$ cat src/hdl/rotate_skip_cfg.svh
// offsets, field positions, reset values and counts for the rotate/skip/return unit
// assumes a 32-bit classic wishbone bus with byte addresses on wb_adr_i
`ifndef ROTATE_SKIP_CFG_SVH
`define ROTATE_SKIP_CFG_SVH

`define ADR_W 8
`define DATA_W 8
`define PC_W 12
`define MEM_DEPTH 8
`define MEM_IDX_W 3

`define OFS_CTRL 8'h00
`define OFS_ACC 8'h04
`define OFS_FLAGS 8'h08
`define OFS_PC 8'h0c
`define OFS_STACK_TOP 8'h10
`define OFS_EXEC_STAT 8'h14
`define OFS_MEM_BASE 8'h20
`define MEM_BASE_HI 3'h1

`define CTRL_OP_LSB 0
`define CTRL_TO_ACC_BIT 4
`define CTRL_BIT_LSB 5
`define CTRL_IDX_LSB 8
`define CTRL_IMM_LSB 16

`define FLAG_C_BIT 0
`define FLAG_HC_BIT 1
`define FLAG_Z_BIT 2
`define FLAG_OV_BIT 3
`define FLAG_MIE_BIT 4

`define STAT_BUSY_BIT 0
`define STAT_SKIP_BIT 1
`define STAT_CYC_LSB 2

`define RST_ACC 8'h00
`define RST_PC 12'h000
`define RST_MEM 8'h00
`define ALL_ONES 8'hff
`define ONE_CYCLE 2'h1
`define TWO_CYCLES 2'h2

`endif

$ cat src/hdl/rotate_skip_pkg.sv
// types of the rotate/skip/return unit
// constants live in rotate_skip_cfg.svh
package rotate_skip_pkg;

  typedef enum logic [3:0] {
    OP_NOP = 4'h0,
    OP_SUBROUTINE_EXIT = 4'h1,
    OP_EXIT_IMM = 4'h2,
    OP_INTERRUPT_EXIT = 4'h3,
    OP_RL = 4'h4,
    OP_RLC = 4'h5,
    OP_RR = 4'h6,
    OP_RRC = 4'h7,
    OP_BORROW_SUBTRACT = 4'h8,
    OP_DSKIP = 4'h9,
    OP_ISKIP = 4'ha,
    OP_SET_BYTE = 4'hb,
    OP_SET_BIT = 4'hc,
    OP_BNZ_SKIP = 4'hd
  } op_e;

  typedef enum logic [1:0] {
    ST_IDLE = 2'b00,
    ST_EXEC = 2'b01,
    ST_DUMMY = 2'b10
  } state_e;

endpackage : rotate_skip_pkg

$ cat src/hdl/rotate_skip_unit.sv
// execution unit for returns, rotates, borrow subtract, set and skip operations
// assumes a classic wishbone master, one clock, synchronous active-high reset
//
// How it works
// - return reloads pc, two cycles, flags kept
// - immediate return reloads pc, loads accumulator
// - interrupt return reloads pc, sets enable
// - left rotate to memory, bit7 to bit0
// - left rotate into accumulator, memory kept
// - nine-bit left rotate through carry to memory
// - nine-bit left rotate into accumulator
// - right rotate to memory, bit0 to bit7
// - right rotate into accumulator, memory kept
// - right rotate through carry to memory
// - right rotate through carry into accumulator
// - borrow subtract into accumulator, four flags
// - borrow subtract into memory, four flags
// - decrement memory, skip on zero
// - decrement into accumulator, skip on zero
// - increment memory, skip on zero
// - increment into accumulator, skip on zero
// - byte set writes all ones
// - bit set forces one bit only
// - skip when selected bit is one
//
// The Wishbone slave port and the register addresses were left to the implementer.
`timescale 1ns/10ps
`include "rotate_skip_cfg.svh"

module rotate_skip_unit
  import rotate_skip_pkg::*;
(
  input wire logic clk_i,
  input wire logic rst_i,
  input wire logic ce_i,
  input wire logic wb_cyc_i,
  input wire logic wb_stb_i,
  input wire logic wb_we_i,
  input wire logic [`ADR_W-1:0] wb_adr_i,
  input wire logic [31:0] wb_dat_i,
  input wire logic [3:0] wb_sel_i,
  output logic [31:0] wb_dat_o,
  output logic wb_ack_o,
  output logic busy_o,
  output logic [`PC_W-1:0] pc_o,
  output logic [`DATA_W-1:0] acc_o
);

  state_e state, next_state;
  op_e op, next_op;
  logic to_acc, next_to_acc;
  logic [2:0] bit_sel, next_bit_sel;
  logic [`MEM_IDX_W-1:0] op_idx, next_op_idx;
  logic [`DATA_W-1:0] imm, next_imm;
  logic [`DATA_W-1:0] acc, next_acc;
  logic [`PC_W-1:0] pc, next_pc;
  logic [`PC_W-1:0] stack_top, next_stack_top;
  logic carry, next_carry;
  logic half_carry_flag, next_half_carry_flag;
  logic zero_flag, next_zero_flag;
  logic overflow_flag, next_overflow_flag;
  logic master_interrupt_enable, next_master_interrupt_enable;
  logic last_skip, next_last_skip;
  logic [1:0] last_cycles, next_last_cycles;
  logic dummy_inc, next_dummy_inc;
  logic busy, next_busy;
  logic ack, next_ack;
  logic [31:0] rdat, next_rdat;
  logic [`DATA_W-1:0] mem [`MEM_DEPTH];
  logic [`DATA_W-1:0] next_mem [`MEM_DEPTH];
  logic mem_we, go;
  logic [`MEM_IDX_W-1:0] mem_widx;
  logic [`DATA_W-1:0] mem_wval, src;

  assign src = mem[op_idx];
  assign go = ce_i && (state == ST_EXEC);

  // merge bus write data into an old word under the byte lanes
  function automatic logic [31:0] merge(input logic [31:0] old, input logic [31:0] nw,
                                        input logic [3:0] sel);
    logic [31:0] r;
    r = old;
    for (int b = 0; b < 4; b++) begin
      if (sel[b]) r[b*8 +: 8] = nw[b*8 +: 8];
    end
    return r;
  endfunction : merge

  // per-entry next value of data memory
  for (genvar gi = 0; gi < `MEM_DEPTH; gi++) begin : g_mem
    always_comb begin
      next_mem[gi] = mem[gi];
      if (mem_we && (mem_widx == `MEM_IDX_W'(gi))) begin
        next_mem[gi] = mem_wval;
      end
    end
  end

  always_comb begin
    logic req, wr, res_valid, skip, two;
    logic [31:0] w;
    logic [8:0] diff;
    logic [4:0] half;
    logic [`DATA_W-1:0] res;
    req = wb_cyc_i && wb_stb_i && !ack;
    wr = req && wb_we_i && (state == ST_IDLE);
    w = 32'h0000_0000;
    diff = 9'h000;
    half = 5'h00;
    res = src;
    res_valid = 1'b0;
    skip = 1'b0;
    two = 1'b0;
    next_state = state;
    next_op = op;
    next_to_acc = to_acc;
    next_bit_sel = bit_sel;
    next_op_idx = op_idx;
    next_imm = imm;
    next_acc = acc;
    next_pc = pc;
    next_stack_top = stack_top;
    next_carry = carry;
    next_half_carry_flag = half_carry_flag;
    next_zero_flag = zero_flag;
    next_overflow_flag = overflow_flag;
    next_master_interrupt_enable = master_interrupt_enable;
    next_last_skip = last_skip;
    next_last_cycles = last_cycles;
    next_dummy_inc = dummy_inc;
    mem_we = 1'b0;
    mem_widx = op_idx;
    mem_wval = src;
    next_ack = req;
    next_rdat = 32'h0000_0000;

    // register reads, unmapped offsets read zero
    if (req && !wb_we_i) begin
      if (wb_adr_i[7:5] == `MEM_BASE_HI) begin
        next_rdat = {24'h00_0000, mem[wb_adr_i[4:2]]};
      end else begin
        case (wb_adr_i)
          `OFS_CTRL: next_rdat = {8'h00, imm, 5'h00, op_idx, bit_sel, to_acc, op};
          `OFS_ACC: next_rdat = {24'h00_0000, acc};
          `OFS_FLAGS: next_rdat = {27'h000_0000, master_interrupt_enable, overflow_flag,
                                   zero_flag, half_carry_flag, carry};
          `OFS_PC: next_rdat = {20'h0_0000, pc};
          `OFS_STACK_TOP: next_rdat = {20'h0_0000, stack_top};
          `OFS_EXEC_STAT: next_rdat = {28'h000_0000, last_cycles, last_skip, busy};
          default: next_rdat = 32'h0000_0000;
        endcase
      end
    end

    // register writes are ignored while an operation runs
    if (wr) begin
      if (wb_adr_i[7:5] == `MEM_BASE_HI) begin
        w = merge({24'h00_0000, mem[wb_adr_i[4:2]]}, wb_dat_i, wb_sel_i);
        mem_we = 1'b1;
        mem_widx = wb_adr_i[4:2];
        mem_wval = w[7:0];
      end else begin
        case (wb_adr_i)
          `OFS_CTRL: begin
            w = merge(32'h0000_0000, wb_dat_i, wb_sel_i);
            next_op = op_e'(w[`CTRL_OP_LSB +: 4]);
            next_to_acc = w[`CTRL_TO_ACC_BIT];
            next_bit_sel = w[`CTRL_BIT_LSB +: 3];
            next_op_idx = w[`CTRL_IDX_LSB +: `MEM_IDX_W];
            next_imm = w[`CTRL_IMM_LSB +: `DATA_W];
            next_state = ST_EXEC;
          end
          `OFS_ACC: begin
            w = merge({24'h00_0000, acc}, wb_dat_i, wb_sel_i);
            next_acc = w[7:0];
          end
          `OFS_FLAGS: begin
            w = merge({27'h000_0000, master_interrupt_enable, overflow_flag, zero_flag,
                       half_carry_flag, carry}, wb_dat_i, wb_sel_i);
            next_carry = w[`FLAG_C_BIT];
            next_half_carry_flag = w[`FLAG_HC_BIT];
            next_zero_flag = w[`FLAG_Z_BIT];
            next_overflow_flag = w[`FLAG_OV_BIT];
            next_master_interrupt_enable = w[`FLAG_MIE_BIT];
          end
          `OFS_PC: begin
            w = merge({20'h0_0000, pc}, wb_dat_i, wb_sel_i);
            next_pc = w[`PC_W-1:0];
          end
          `OFS_STACK_TOP: begin
            w = merge({20'h0_0000, stack_top}, wb_dat_i, wb_sel_i);
            next_stack_top = w[`PC_W-1:0];
          end
          default: w = 32'h0000_0000;
        endcase
      end
    end

    case (state)
      ST_IDLE: ;
      ST_EXEC: begin
        next_pc = pc + `PC_W'(1);
        case (op)
          OP_SUBROUTINE_EXIT, OP_EXIT_IMM, OP_INTERRUPT_EXIT: begin
            next_pc = stack_top;
            two = 1'b1;
            if (op == OP_EXIT_IMM) next_acc = imm;
            if (op == OP_INTERRUPT_EXIT) next_master_interrupt_enable = 1'b1;
          end
          OP_RL: begin
            res = {src[6:0], src[7]};
            res_valid = 1'b1;
          end
          OP_RLC: begin
            res = {src[6:0], carry};
            next_carry = src[7];
            res_valid = 1'b1;
          end
          OP_RR: begin
            res = {src[0], src[7:1]};
            res_valid = 1'b1;
          end
          OP_RRC: begin
            res = {carry, src[7:1]};
            next_carry = src[0];
            res_valid = 1'b1;
          end
          OP_BORROW_SUBTRACT: begin
            diff = {1'b0, acc} + {1'b0, ~src} + {8'h00, carry};
            half = {1'b0, acc[3:0]} + {1'b0, ~src[3:0]} + {4'h0, carry};
            res = diff[7:0];
            res_valid = 1'b1;
            next_carry = diff[8];
            next_half_carry_flag = half[4];
            next_zero_flag = (diff[7:0] == 8'h00);
            next_overflow_flag = (acc[7] == ~src[7]) && (diff[7] != acc[7]);
          end
          OP_DSKIP: begin
            res = src - `DATA_W'(1);
            res_valid = 1'b1;
            skip = (res == 8'h00);
          end
          OP_ISKIP: begin
            res = src + `DATA_W'(1);
            res_valid = 1'b1;
            skip = (res == 8'h00);
          end
          OP_SET_BYTE: begin
            mem_we = 1'b1;
            mem_wval = `ALL_ONES;
          end
          OP_SET_BIT: begin
            mem_we = 1'b1;
            mem_wval = src | (8'h01 << bit_sel);
          end
          OP_BNZ_SKIP: begin
            skip = src[bit_sel];
          end
          default: ;
        endcase
        // accumulator variants leave the memory byte alone
        if (res_valid) begin
          if (to_acc) begin
            next_acc = res;
          end else begin
            mem_we = 1'b1;
            mem_wval = res;
          end
        end
        // taken skip discards the prefetched instruction with a dummy cycle
        next_last_skip = skip;
        next_dummy_inc = skip;
        next_last_cycles = (two || skip) ? `TWO_CYCLES : `ONE_CYCLE;
        next_state = (two || skip) ? ST_DUMMY : ST_IDLE;
      end
      ST_DUMMY: begin
        if (dummy_inc) begin
          next_pc = pc + `PC_W'(1);
        end
        next_state = ST_IDLE;
      end
      default: next_state = ST_IDLE;
    endcase
    next_busy = (next_state != ST_IDLE);
  end

  always_ff @(posedge clk_i) begin
    if (rst_i) begin
      state <= ST_IDLE;
      op <= OP_NOP;
      to_acc <= 1'b0;
      bit_sel <= 3'h0;
      op_idx <= '0;
      imm <= `RST_ACC;
      acc <= `RST_ACC;
      pc <= `RST_PC;
      stack_top <= `RST_PC;
      carry <= 1'b0;
      half_carry_flag <= 1'b0;
      zero_flag <= 1'b0;
      overflow_flag <= 1'b0;
      master_interrupt_enable <= 1'b0;
      last_skip <= 1'b0;
      last_cycles <= 2'h0;
      dummy_inc <= 1'b0;
      busy <= 1'b0;
      ack <= 1'b0;
      rdat <= 32'h0000_0000;
      mem <= '{default: `RST_MEM};
    end else if (ce_i) begin
      state <= next_state;
      op <= next_op;
      to_acc <= next_to_acc;
      bit_sel <= next_bit_sel;
      op_idx <= next_op_idx;
      imm <= next_imm;
      acc <= next_acc;
      pc <= next_pc;
      stack_top <= next_stack_top;
      carry <= next_carry;
      half_carry_flag <= next_half_carry_flag;
      zero_flag <= next_zero_flag;
      overflow_flag <= next_overflow_flag;
      master_interrupt_enable <= next_master_interrupt_enable;
      last_skip <= next_last_skip;
      last_cycles <= next_last_cycles;
      dummy_inc <= next_dummy_inc;
      busy <= next_busy;
      ack <= next_ack;
      rdat <= next_rdat;
      mem <= next_mem;
    end
  end

  assign wb_ack_o = ack;
  assign wb_dat_o = rdat;
  assign busy_o = busy;
  assign pc_o = pc;
  assign acc_o = acc;
endmodule : rotate_skip_unit

$ cat config.mk
export PLATFORM = sky130hd
export DESIGN_NAME = rotate_skip_unit
export DESIGN_NICKNAME = d
export VERILOG_FILES = /design/src/hdl/rotate_skip_pkg.sv /design/src/hdl/rotate_skip_unit.sv
export VERILOG_INCLUDE_DIRS = /design/src /design/src/hdl
export SDC_FILE = /design/constraint.sdc
export NUM_CORES = 1
export LEC_CHECK = 0
export ABC_AREA = 1
export BUFFER_PORTS_ARGS = -buffer_cell sky130_fd_sc_hd__buf_4
export CELL_PAD_IN_SITES_DETAIL_PLACEMENT = 1
export CELL_PAD_IN_SITES_GLOBAL_PLACEMENT = 1
export CORE_MARGIN = 2
export CORE_UTILIZATION = 45
export DETAILED_ROUTE_END_ITERATION = 7
export HOLD_SLACK_MARGIN = 0.03
export PLACE_DENSITY_LB_ADDON = 0.1
export REMOVE_ABC_BUFFERS = 1
export SYNTH_ARGS = -nofsm -noshare
export SYNTH_HDL_FRONTEND = slang
export SYNTH_SLANG_ARGS = --single-unit
$ cat constraint.sdc
create_clock -name clk_i -period 8 [get_ports clk_i]
set_clock_uncertainty 0.1 [all_clocks]
set_input_delay 2 -clock clk_i [delete_from_list [all_inputs] [get_ports clk_i]]
set_output_delay 2 -clock clk_i [all_outputs]
set_load 0.01 [all_outputs]
==> results.json, run 1 <==
{
  "slew_viol_final": 0,
  "routed-via-count": 11350,
  "fmax_mhz": 201,
  "reg2reg_from": "op_idx[0]$_SDFFE_PP0P_",
  "ys_seq_area_share_pct": 29.1,
  "ff2ff_setup_slack_ns": 3.58,
  "status": "completed",
  "area_growth_pct": 11.5,
  "wl_mm": 39.7,
  "async_flop_share_pct": 0,
  "drc": 0,
  "avgSynthCellArea_um2": 6.46,
  "antenna_cells": 0,
  "cp-end-kind": "flip-flop",
  "hold_start": "wb_dat_o[5]$_SDFFE_PP0P_",
  "dp_hpwl_mm": 29.4,
  "first_pass_iters": 5,
  "pwr-share-comb_pct": 9.2,
  "p_seq_share_pct": 44.6,
  "tightest_slew_ns": 1.14,
  "syn-cell-area_mm2": 0.0101,
  "max_cap_viol_count": 0,
  "cts_hold_buf": 0,
  "first_global_vias": 11188,
  "yosysUniqueCellTypes": 56,
  "criticalPathCategory": "in -> reg",
  "cp.arrival_ns": 5.18,
  "post-route-period-util_pct": 62.0,
  "hold_class": "reg -> reg",
  "pin_count": 104,
  "power.total_mw": 1.68,
  "num_rows": 54,
  "place_inst": 1861,
  "rsz0062_at_grt": "no",
  "whs_endpoint": "wb_dat_o[5]$_SDFFE_PP0P_",
  "syn_inst": 1562,
  "numCtsBuffers": 17,
  "setup_tns_ns": 0,
  "synthTopCellsByCount": "nand2_1 (335), inv_1 (208), a21oi_1 (154), dfxtp_1 (147), nand3_1 (141)",
  "leakagePower_nw": 4.73,
  "place.gp.congestion": 0.951,
  "p_sw_mw": 0.477,
  "grt_max_degree": 64,
  "grt_use_total_pct": 33.4,
  "post_dp_cell_area_mm2": 0.0107,
  "drtAntennaViolNets": 0,
  "post_cts_resized": 0,
  "p_int_mw": 1.21,
  "cts_tree": "built",
  "hold_viol_final": 0,
  "clkPwrFrac_pct": 46.2,
  "ys_warn_count": 0,
  "clk_pin_slew_ns": 0.07,
  "io_buffer_count": 78,
  "antenna_found_initial": 0,
  "insertion_delay_ns": 0.44,
  "fin_crit_ns": 4.96,
  "synth_edf_count": 0,
  "fin_cells": 1893,
  "setup_viol": 0,
  "viasPerCell": 6.00,
  "final_nets": 1666,
  "post-synth-top-count-cell": "nand2_1",
  "swShare_pct": 28.3,
  "final_area_mm2": 0.0113,
  "synth_ff_type": "dfxtp_1",
  "vdd_ir_drop_max_uv": 103,
  "holdPathStages": 2,
  "critPathLaunchType": "primary input",
  "pwr_density_cell_mw_per_mm2": 149,
  "synth_area_leaders": "dfxtp_1 (29%), nand2_1 (12%), inv_1 (7.7%), a21oi_1 (7.6%), nand3_1 (7.0%)",
  "worst_r2r_endpoint": "mem[62]$_SDFFE_PP0P_",
  "synth_seq_cells": 147,
  "grt_pass1_wl_mm": 62.4,
  "dieArea_mm2": 0.0237,
  "finalWorstSetupSlack_ns": 3.04,
  "core_area_mm2": 0.0219,
  "clock_sink_count": 147,
  "start_util_pct": 46.1,
  "post_drt_wl_per_cell_um": 20.9,
  "netlist.area_leader.share_pct": 29.1,
  "cts_max_path_buffers": 2,
  "cts_setup_buffers": 0,
  "reg2reg_depth": 26,
  "final_layout_size_suffix_gt1_share_pct": 13.1,
  "crit_required_ns": 8.22,
  "overflow": 0,
  "h-tree-depth": 4,
  "cts_root_buf": "clkbuf_16",
  "fp.dieW_um": 154,
  "path_max_fanout": 13,
  "fillers": 3001,
  "slew_headroom_pct": 24.1,
  "yosysTopAreaCell": "dfxtp_1",
  "die_y_um": 154,
  "dp_slack_ns": 2.79,
  "drtIter0Drc": 829
}
## worst max path at each step
stage | slack [ns] | startpoint | end | cells after the start
4_1_cts | 3.18 | ce_i | mem[31]$_SDFFE_PP0P_ | 10
2_1_floorplan | 4.05 | wb_adr_i[7] | mem[28]$_SDFFE_PP0P_ | 15
5_1_grt | 2.89 | wb_adr_i[4] | acc_o[7]$_SDFFE_PP0P_ | 11
6_report | 3.04 | wb_adr_i[4] | acc_o[7]$_SDFFE_PP0P_ | 11
3_3_place_gp | 2.88 | ce_i | mem[29]$_SDFFE_PP0P_ | 10
3_5_place_dp | 2.79 | ce_i | mem[31]$_SDFFE_PP0P_ | 10
## cell type report
class | count | area (um2) | area share [%]
clock inverters | 12 | 96.3 | 0.856
multi-input cells | 1101 | 5840 | 51.8
clock buffers | 20 | 457 | 4.06
flip-flops and latches | 147 | 2940 | 26.1
inverters | 247 | 932 | 8.28
repair buffers | 86 | 646 | 5.73
well taps | 280 | 350 | 3.11
## per-stage QoR
step                utilization, %  hold slack (ns)
floorplan                        -            0.337
global placement              48.9            0.353
detailed placement            48.9            0.358
CTS                           51.4            0.368
global route                  51.4            0.399
finish                        51.4            0.366
## per-layer routing
metal	vias to the layer above	track usage, %	share of wire (%)
met3	110	5.21	6.2
met5	-	0	0
met2	432	55.1	47
met1	5508	43.5	43
met4	0	13.8	4.5
li1	5300	-	-
## flip-flops by register name, indices dropped and copies added (netlist names), 2 cells and up
register,cells
mem,64
wb_dat_o,20
op_idx,3
acc_o,8
stack_top,12
state,2
op,4
pc_o,12
imm,8
last_cycles,2
bit_sel,3
## power groups by stage
| stage | sequential [mW] | combinational, mW | clock [mW] |
|---|---|---|---|
| after global routing | 0.751 | 0.169 | 0.808 |
| after global placement | 0.766 | 0.147 | 0 |
| after floorplan | 0.764 | 0.0761 | 0 |
| after CTS | 0.750 | 0.151 | 0.782 |
| final | 0.750 | 0.154 | 0.778 |
| after detailed placement | 0.767 | 0.150 | 0 |
## worst max-delay path: stages
cell and delay (ns):
buf_4 0.15, inv_1 0.40, nand3_1 0.39, inv_1 0.31, nand2_2 0.13, nor2_1 0.75
inv_2 0.13, o21ai_0 0.26, o21ai_0 0.13, a21oi_1 0.44, nor2_1 0.08
## cell families (layout without fill, tap and decap cells)
kind of cell | count (synthesis) | count (layout) | share of synthesized area, %
XOR/XNOR | 11 | 11 | 0.954
other | 1 | 12 | 0.0371
flip-flops | 147 | 147 | 29.1
AO/OA/AOI/OAI | 436 | 436 | 25.4
buffers and inverters | 325 | 365 | 13.5
AND/OR/NAND/NOR | 626 | 626 | 28.8
adder cells (fa/ha/maj) | 16 | 16 | 2.13
## placed cells by master (no fill, tap or decap), types with 8 or more instances in the layout
| master | netlist | routed |
|---|---|---|
| nand2_1 | 335 | 335 |
| inv_2 | 34 | 34 |
| inv_1 | 208 | 208 |
| clkbuf_16 | 0 | 17 |
| a211oi_1 | 24 | 24 |
| o21ai_0 | 93 | 93 |
| nor2_4 | 8 | 8 |
| nand2_2 | 11 | 11 |
| conb_1 | 1 | 12 |
| o22ai_1 | 33 | 33 |
| ha_1 | 14 | 14 |
| nand4_1 | 12 | 12 |
| o221ai_1 | 10 | 10 |
| nand3_1 | 141 | 141 |
| nor2_2 | 13 | 13 |
| dfxtp_1 | 147 | 147 |
| o211ai_1 | 42 | 42 |
| o21ai_1 | 35 | 35 |
| a221oi_1 | 10 | 10 |
| nor2_1 | 71 | 71 |
| a31oi_1 | 8 | 8 |
| xor2_1 | 10 | 10 |
| buf_4 | 17 | 86 |
| a21oi_1 | 154 | 154 |
Power figures use the tool's default switching activity.
==> inputs of run 2 (changes only) <==
Settings changed: ABC_AREA 1 to 0.
Clock period 8 ns to 4.6 ns, I/O delays scaled along.
==> run 2 against run 1 <==
  * Setup slack worse by 2.8 ns
  * Via count down 11%
  * Worst hold slack better by 0.0038 ns
  * First-iteration DRC count up 17%
  * Synthesized cell count down 24%
  * Die area down 3.5%
  * Cell count down 20%
  * Largest power group unchanged
==> results.json, run 2 <==
{
  "status": "completed",
  "antenna_found_initial": 0,
  "ys_warn_count": 0,
  "place.gp.congestion": 0.922,
  "h-tree-depth": 4,
  "cts_root_buf": "clkbuf_16",
  "yosysUniqueCellTypes": 82,
  "post-synth-top-count-cell": "dfxtp_1",
  "top_register": "mem",
  "ys_seq_area_share_pct": 30.2,
  "synth_area_leaders": "dfxtp_1 (30%), mux4_2 (8.8%), nor2_1 (5.1%), a21oi_1 (4.6%), nand2_1 (4.4%)",
  "avgSynthCellArea_um2": 8.21,
  "numCtsBuffers": 17,
  "grt_pass1_wl_mm": 58.2,
  "syn_inst": 1186,
  "synth_ff_type": "dfxtp_1",
  "wl_mm": 37.5,
  "leakagePower_nw": 4.00,
  "clock_sink_count": 147,
  "power.total_mw": 2.97,
  "start_util_pct": 46.0,
  "criticalPathCategory": "reg -> reg",
  "antenna_cells": 0,
  "reg2reg_from": "op_idx[2]$_SDFFE_PP0P_",
  "crit_slowest_cell": "a221o_2",
  "layout_common_cells": "dfxtp_1 (147), nor2_1 (132), nand2_1 (113), buf_4 (112), a21oi_1 (89)",
  "cp-end-kind": "flip-flop",
  "tightest_slew_ns": 0.936,
  "slew_viol_final": 0,
  "area_growth_pct": 14.6,
  "num_rows": 53,
  "grt_max_degree": 64,
  "routed-via-count": 10081,
  "crit_required_ns": 4.82,
  "critPathLaunchType": "flip-flop",
  "final_nets": 1290,
  "largest_register_ffs": 64,
  "cp_common_cell": "nor4_1",
  "layout_commonest_cell": "dfxtp_1",
  "synthTopCellsByCount": "dfxtp_1 (147), nor2_1 (132), nand2_1 (113), a21oi_1 (89), clkbuf_1 (72)",
  "drtAntennaViolNets": 0,
  "die_y_um": 151,
  "async_flop_share_pct": 0,
  "syn-cell-area_mm2": 0.00974,
  "post-route-period-util_pct": 95.7,
  "slowest_delay_ns": 0.56,
  "drtIter0Drc": 966,
  "fin_crit_ns": 4.40,
  "hold_class": "reg -> reg",
  "post_drt_wl_per_cell_um": 24.8,
  "io_buffer_count": 78,
  "multi_input_area_mm2": 0.00626,
  "fmax_mhz": 227,
  "dieArea_mm2": 0.0228,
  "viasPerCell": 6.67,
  "synth_seq_cells": 147,
  "synth_edf_count": 0,
  "crit_chain": "buf_4, mux4_2, mux2i_1, inv_1, fa_1, nor2b_1, o21ai_0, a21oi_1, o41ai_2, xnor2_1, a221o_2, nor4_1, nor4_1",
  "rsz0062_at_grt": "no",
  "grt_use_total_pct": 33.5,
  "fp.dieW_um": 151,
  "insertion_delay_ns": 0.45,
  "pin_count": 104,
  "first_pass_iters": 6,
  "cts_tree": "built",
  "max_cap_viol_count": 0,
  "place_inst": 1480,
  "final_layout_size_suffix_gt1_share_pct": 17.6,
  "first_global_vias": 9930,
  "setup_viol": 0,
  "path_max_fanout": 10,
  "vdd_ir_drop_max_uv": 222,
  "cts_max_path_buffers": 2,
  "dp_hpwl_mm": 26.5,
  "drc": 0,
  "overflow": 0,
  "pwr_density_cell_mw_per_mm2": 266,
  "fillers": 2520,
  "hold_viol_final": 0,
  "cts_setup_buffers": 0,
  "fin_cells": 1512,
  "hold_start": "wb_dat_o[10]$_SDFFE_PP0P_",
  "clk_pin_slew_ns": 0.07,
  "cp.arrival_ns": 4.63,
  "yosysTopAreaCell": "dfxtp_1",
  "setup_tns_ns": 0,
  "crit_start": "op_idx[2]$_SDFFE_PP0P_",
  "seqCellArea_mm2": 0.00294,
  "netlist.area_leader.share_pct": 30.2,
  "slew_headroom_pct": 37.4,
  "core_area_mm2": 0.0212
}
run 2: changes by cell type after synthesis, sizes merged, moves of 15 or more:
cell	before	now
nand2	349	114
mux4	0	38
nand3b	0	15
mux2	0	15
a21oi	156	89
o21ai	129	56
mux2i	0	42
nor2	96	132
nor4	4	20
o211ai	42	7
a22oi	1	23
clkbuf	37	72
nand3	146	57
inv	244	24
run 2: report_power, final:
group / internal (mW) / switching, mW
Sequential: 1.27 / 0.00349
Clock: 0.887 / 0.660
Combinational: 0.0497 / 0.0994
run 2: final cells by class:
class	instances	area share, %
clock buffer	18	3.93
clock inverter	14	1.68
inverter	28	0.953
multi-input combinational	916	56.1
sequential	147	26.4
tap	275	3.08
timing repair buffer	114	7.89
run 2: layer usage:
metal / routed length [um] / track usage, %
met1: 16700 / 47.7
met2: 17300 / 52.7
met3: 2560 / 4.22
met4: 951 / 10.9
met5: 0 / 0
run 2: worst paths after layout:
| path | slack [ns] | end | depth (start not counted) |
|---|---|---|---|
| worst min register to register | 0.37 | wb_dat_o[10]$_SDFFE_PP0P_ | 2 |
| worst min-delay path | 0.37 | wb_dat_o[10]$_SDFFE_PP0P_ | 2 |
| worst max-delay path | 0.20 | mem[63]$_SDFFE_PP0P_ | 13 |
| worst max register to register | 0.20 | mem[63]$_SDFFE_PP0P_ | 13 |
run 2: per-stage QoR:
step / cell area (um2) / util, % / setup WS, ns / hold slack, ns
after floorplan: 9300 / - / 0.00577 / 0.331
after global placement: 10500 / 49.8 / 0.341 / 0.352
after detailed placement: 10500 / 49.8 / 0.162 / 0.364
after CTS: 11200 / 52.7 / 0.132 / 0.372
after global routing: 11200 / 52.8 / 0.00209 / 0.391
final: 11200 / 52.8 / 0.196 / 0.370
run 2: worst max-delay path: cells and delay by family (launching register included):
kind            cells  cell delay (ns)
compound gates      4             1.14
xor+xnor            1             0.17
fa+ha+maj           1             0.46
buf+inv             2             0.43
flops               1             0.43
mux                 2             0.93
simple gates        3             0.62
run 2: timing repair:
action                                  4_1_cts  5_1_grt
gates resized for setup                       0        2
hold buffers                                  0        0
endpoints found under the setup margin        0        9
run 2: cell families after synthesis:
family / synth area share, %
muxes: 14.9
AOI/OAI and AO/OA: 23.4
xor gates and xnor gates: 1.44
DFF: 30.2
other: 0.0385
buffers and inverters: 6.03
and+or+nand+nor: 21.8
adders and majority gates: 2.21
==> inputs of run 3 (changes only) <==
Settings changed: PLACE_DENSITY from default to 0.9, PLACE_DENSITY_LB_ADDON 0.1 to default.
==> run 3 against run 2 <==
  * Cell count rose by 0.13%
  * Routed wire length rose by 2.4%
  * First-iteration DRC count rose by 34%
  * Cell area fell by 0.38%
  * Die area did not move
  * Power fell by 4.4%
  * Global-route usage rose by 0.63 points
  * Register-to-register slack got worse by 0.04 ns
  * Critical path type unchanged
==> results.json, run 3 (same netlist as run 2, synthesis figures left out) <==
{
  "p_seq_share_pct": 44.9,
  "slew_headroom_pct": 37.7,
  "pwr_density_cell_mw_per_mm2": 256,
  "crit_required_ns": 4.79,
  "fillers": 2539,
  "cp.arrival_ns": 4.64,
  "p_int_mw": 2.13,
  "final_nets": 1293,
  "cp-end-kind": "flip-flop",
  "slew_viol_final": 0,
  "final_area_mm2": 0.0111,
  "power.total_mw": 2.84,
  "first_global_vias": 10487,
  "dp_hpwl_mm": 26.8,
  "cts_max_path_buffers": 2,
  "seqCellArea_mm2": 0.00295,
  "die_y_um": 151,
  "core_area_mm2": 0.0212,
  "largest_register_ffs": 64,
  "dieArea_mm2": 0.0228,
  "layout_common_cells": "dfxtp_1 (145), nor2_1 (132), buf_4 (116), nand2_1 (113), a21oi_1 (89)",
  "start_util_pct": 46.0,
  "hold_viol_final": 0,
  "h-tree-depth": 4,
  "max_cap_viol_count": 0,
  "rsz0062_at_grt": "no",
  "drtIter0Drc": 1298,
  "status": "completed",
  "layout_commonest_cell": "dfxtp_1",
  "clk_pin_slew_ns": 0.07,
  "swShare_pct": 25.2,
  "antenna_found_initial": 0,
  "post-route-period-util_pct": 96.6,
  "place.gp.congestion": 0.961,
  "leakagePower_nw": 3.99,
  "setup_tns_ns": 0,
  "tightest_slew_ns": 0.931,
  "cts_root_buf": "clkbuf_16",
  "criticalPathCategory": "reg -> reg",
  "cts_hold_buf": 0,
  "wl_mm": 38.4,
  "vdd_ir_drop_max_uv": 215,
  "area_growth_pct": 14.2,
  "clock_sink_count": 147,
  "grt_pass1_wl_mm": 59.6,
  "post_drt_wl_per_cell_um": 25.4,
  "io_buffer_count": 78,
  "fp.dieW_um": 151,
  "setup_viol": 0,
  "numCtsBuffers": 17,
  "hold_class": "reg -> reg",
  "fin_crit_ns": 4.44,
  "grt_max_degree": 58,
  "antenna_cells": 0,
  "p_sw_mw": 0.718,
  "dp_slack_ns": 0.116,
  "critPathLaunchType": "flip-flop",
  "holdWs_ns": 0.372,
  "top_register": "mem",
  "multi_input_area_mm2": 0.00625,
  "drtAntennaViolNets": 0,
  "pwr-share-comb_pct": 5.2,
  "cts_tree": "built",
  "num_rows": 53,
  "first_pass_iters": 6,
  "drc": 0,
  "routed-via-count": 10417,
  "grt_use_total_pct": 34.1,
  "fmax_mhz": 225,
  "insertion_delay_ns": 0.45,
  "post_dp_cell_area_mm2": 0.0105,
  "clkPwrFrac_pct": 49.8,
  "viasPerCell": 6.88,
  "pin_count": 104,
  "overflow": 0,
  "final_layout_size_suffix_gt1_share_pct": 17.8,
  "path_max_fanout": 9,
  "finalWorstSetupSlack_ns": 0.156
}
## run 3: cell count changes in the layout (fill, tap and decap cells not counted), moves of 2 or more
cell	before	now
buf_4	112	116
clkinv_2	2	4
clkinv_4	0	4
dfxtp_1	147	145
dfxtp_2	0	2
inv_6	5	3
inv_8	3	1
## run 3: power groups by stage
stage | registers [mW] | clock network, mW | logic, mW
6_report | 1.28 | 1.42 | 0.149
4_1_cts | 1.28 | 1.42 | 0.145
5_1_grt | 1.28 | 1.47 | 0.157
2_1_floorplan | 1.31 | 0 | 0.0406
3_3_place_gp | 1.31 | 0 | 0.142
3_5_place_dp | 1.31 | 0 | 0.144
## run 3: worst paths after layout
path / startpoint / endpoint / slack [ns] / depth (start not counted)
worst min-delay path: mem[49]$_SDFFE_PP0P_ / mem[49]$_SDFFE_PP0P_ / 0.37 / 2
worst max register to register: op_idx[2]$_SDFFE_PP0P_ / mem[7]$_SDFFE_PP0P_ / 0.16 / 12
worst min register to register: mem[49]$_SDFFE_PP0P_ / mem[49]$_SDFFE_PP0P_ / 0.37 / 2
worst max-delay path: op_idx[2]$_SDFFE_PP0P_ / mem[7]$_SDFFE_PP0P_ / 0.16 / 12
## run 3: layout make-up
cell class / count / share of cell area [%]
Multi-Input combinational cell: 916 / 56.2
Sequential cell: 147 / 26.5
Timing Repair Buffer: 117 / 8.01
Clock buffer: 17 / 3.83
Tap cell: 275 / 3.09
Clock inverter: 14 / 1.40
Inverter: 28 / 0.957
## run 3: metal layers
metal	share of wire [%]	wire length, um	vias to the layer above	track usage [%]
met5	0	0	-	0
met2	47	18000	599	54.6
li1	-	-	4520	-
met4	4.2	1620	0	16.4
met1	40	15400	5168	44.7
met3	8.9	3400	130	5.81
## run 3: worst max-delay path, cell delays in order (launching register included)
cell and delay, ns:
dfxtp_2 0.50, mux4_2 0.57, mux2i_2 0.47, ha_1 0.33
nor2b_1 0.13, o21ai_0 0.26, a21oi_1 0.17, o41ai_1 0.31
buf_4 0.19, xnor2_1 0.08, a221o_1 0.59, nor4_1 0.46
nor4_1 0.13
## run 3: stage by stage
stage / instances / utilization [%]
3_3_place_gp: 1483 / 49.8
4_1_cts: 1514 / 52.5
5_1_grt: 1514 / 52.6
3_5_place_dp: 1483 / 49.8
2_1_floorplan: 1091 / -
6_report: 1514 / 52.6
## run 3: what timing repair did
action,in CTS,in global routing
endpoints found under the setup margin,0,12
resized for setup,0,2
buffers inserted,0,0
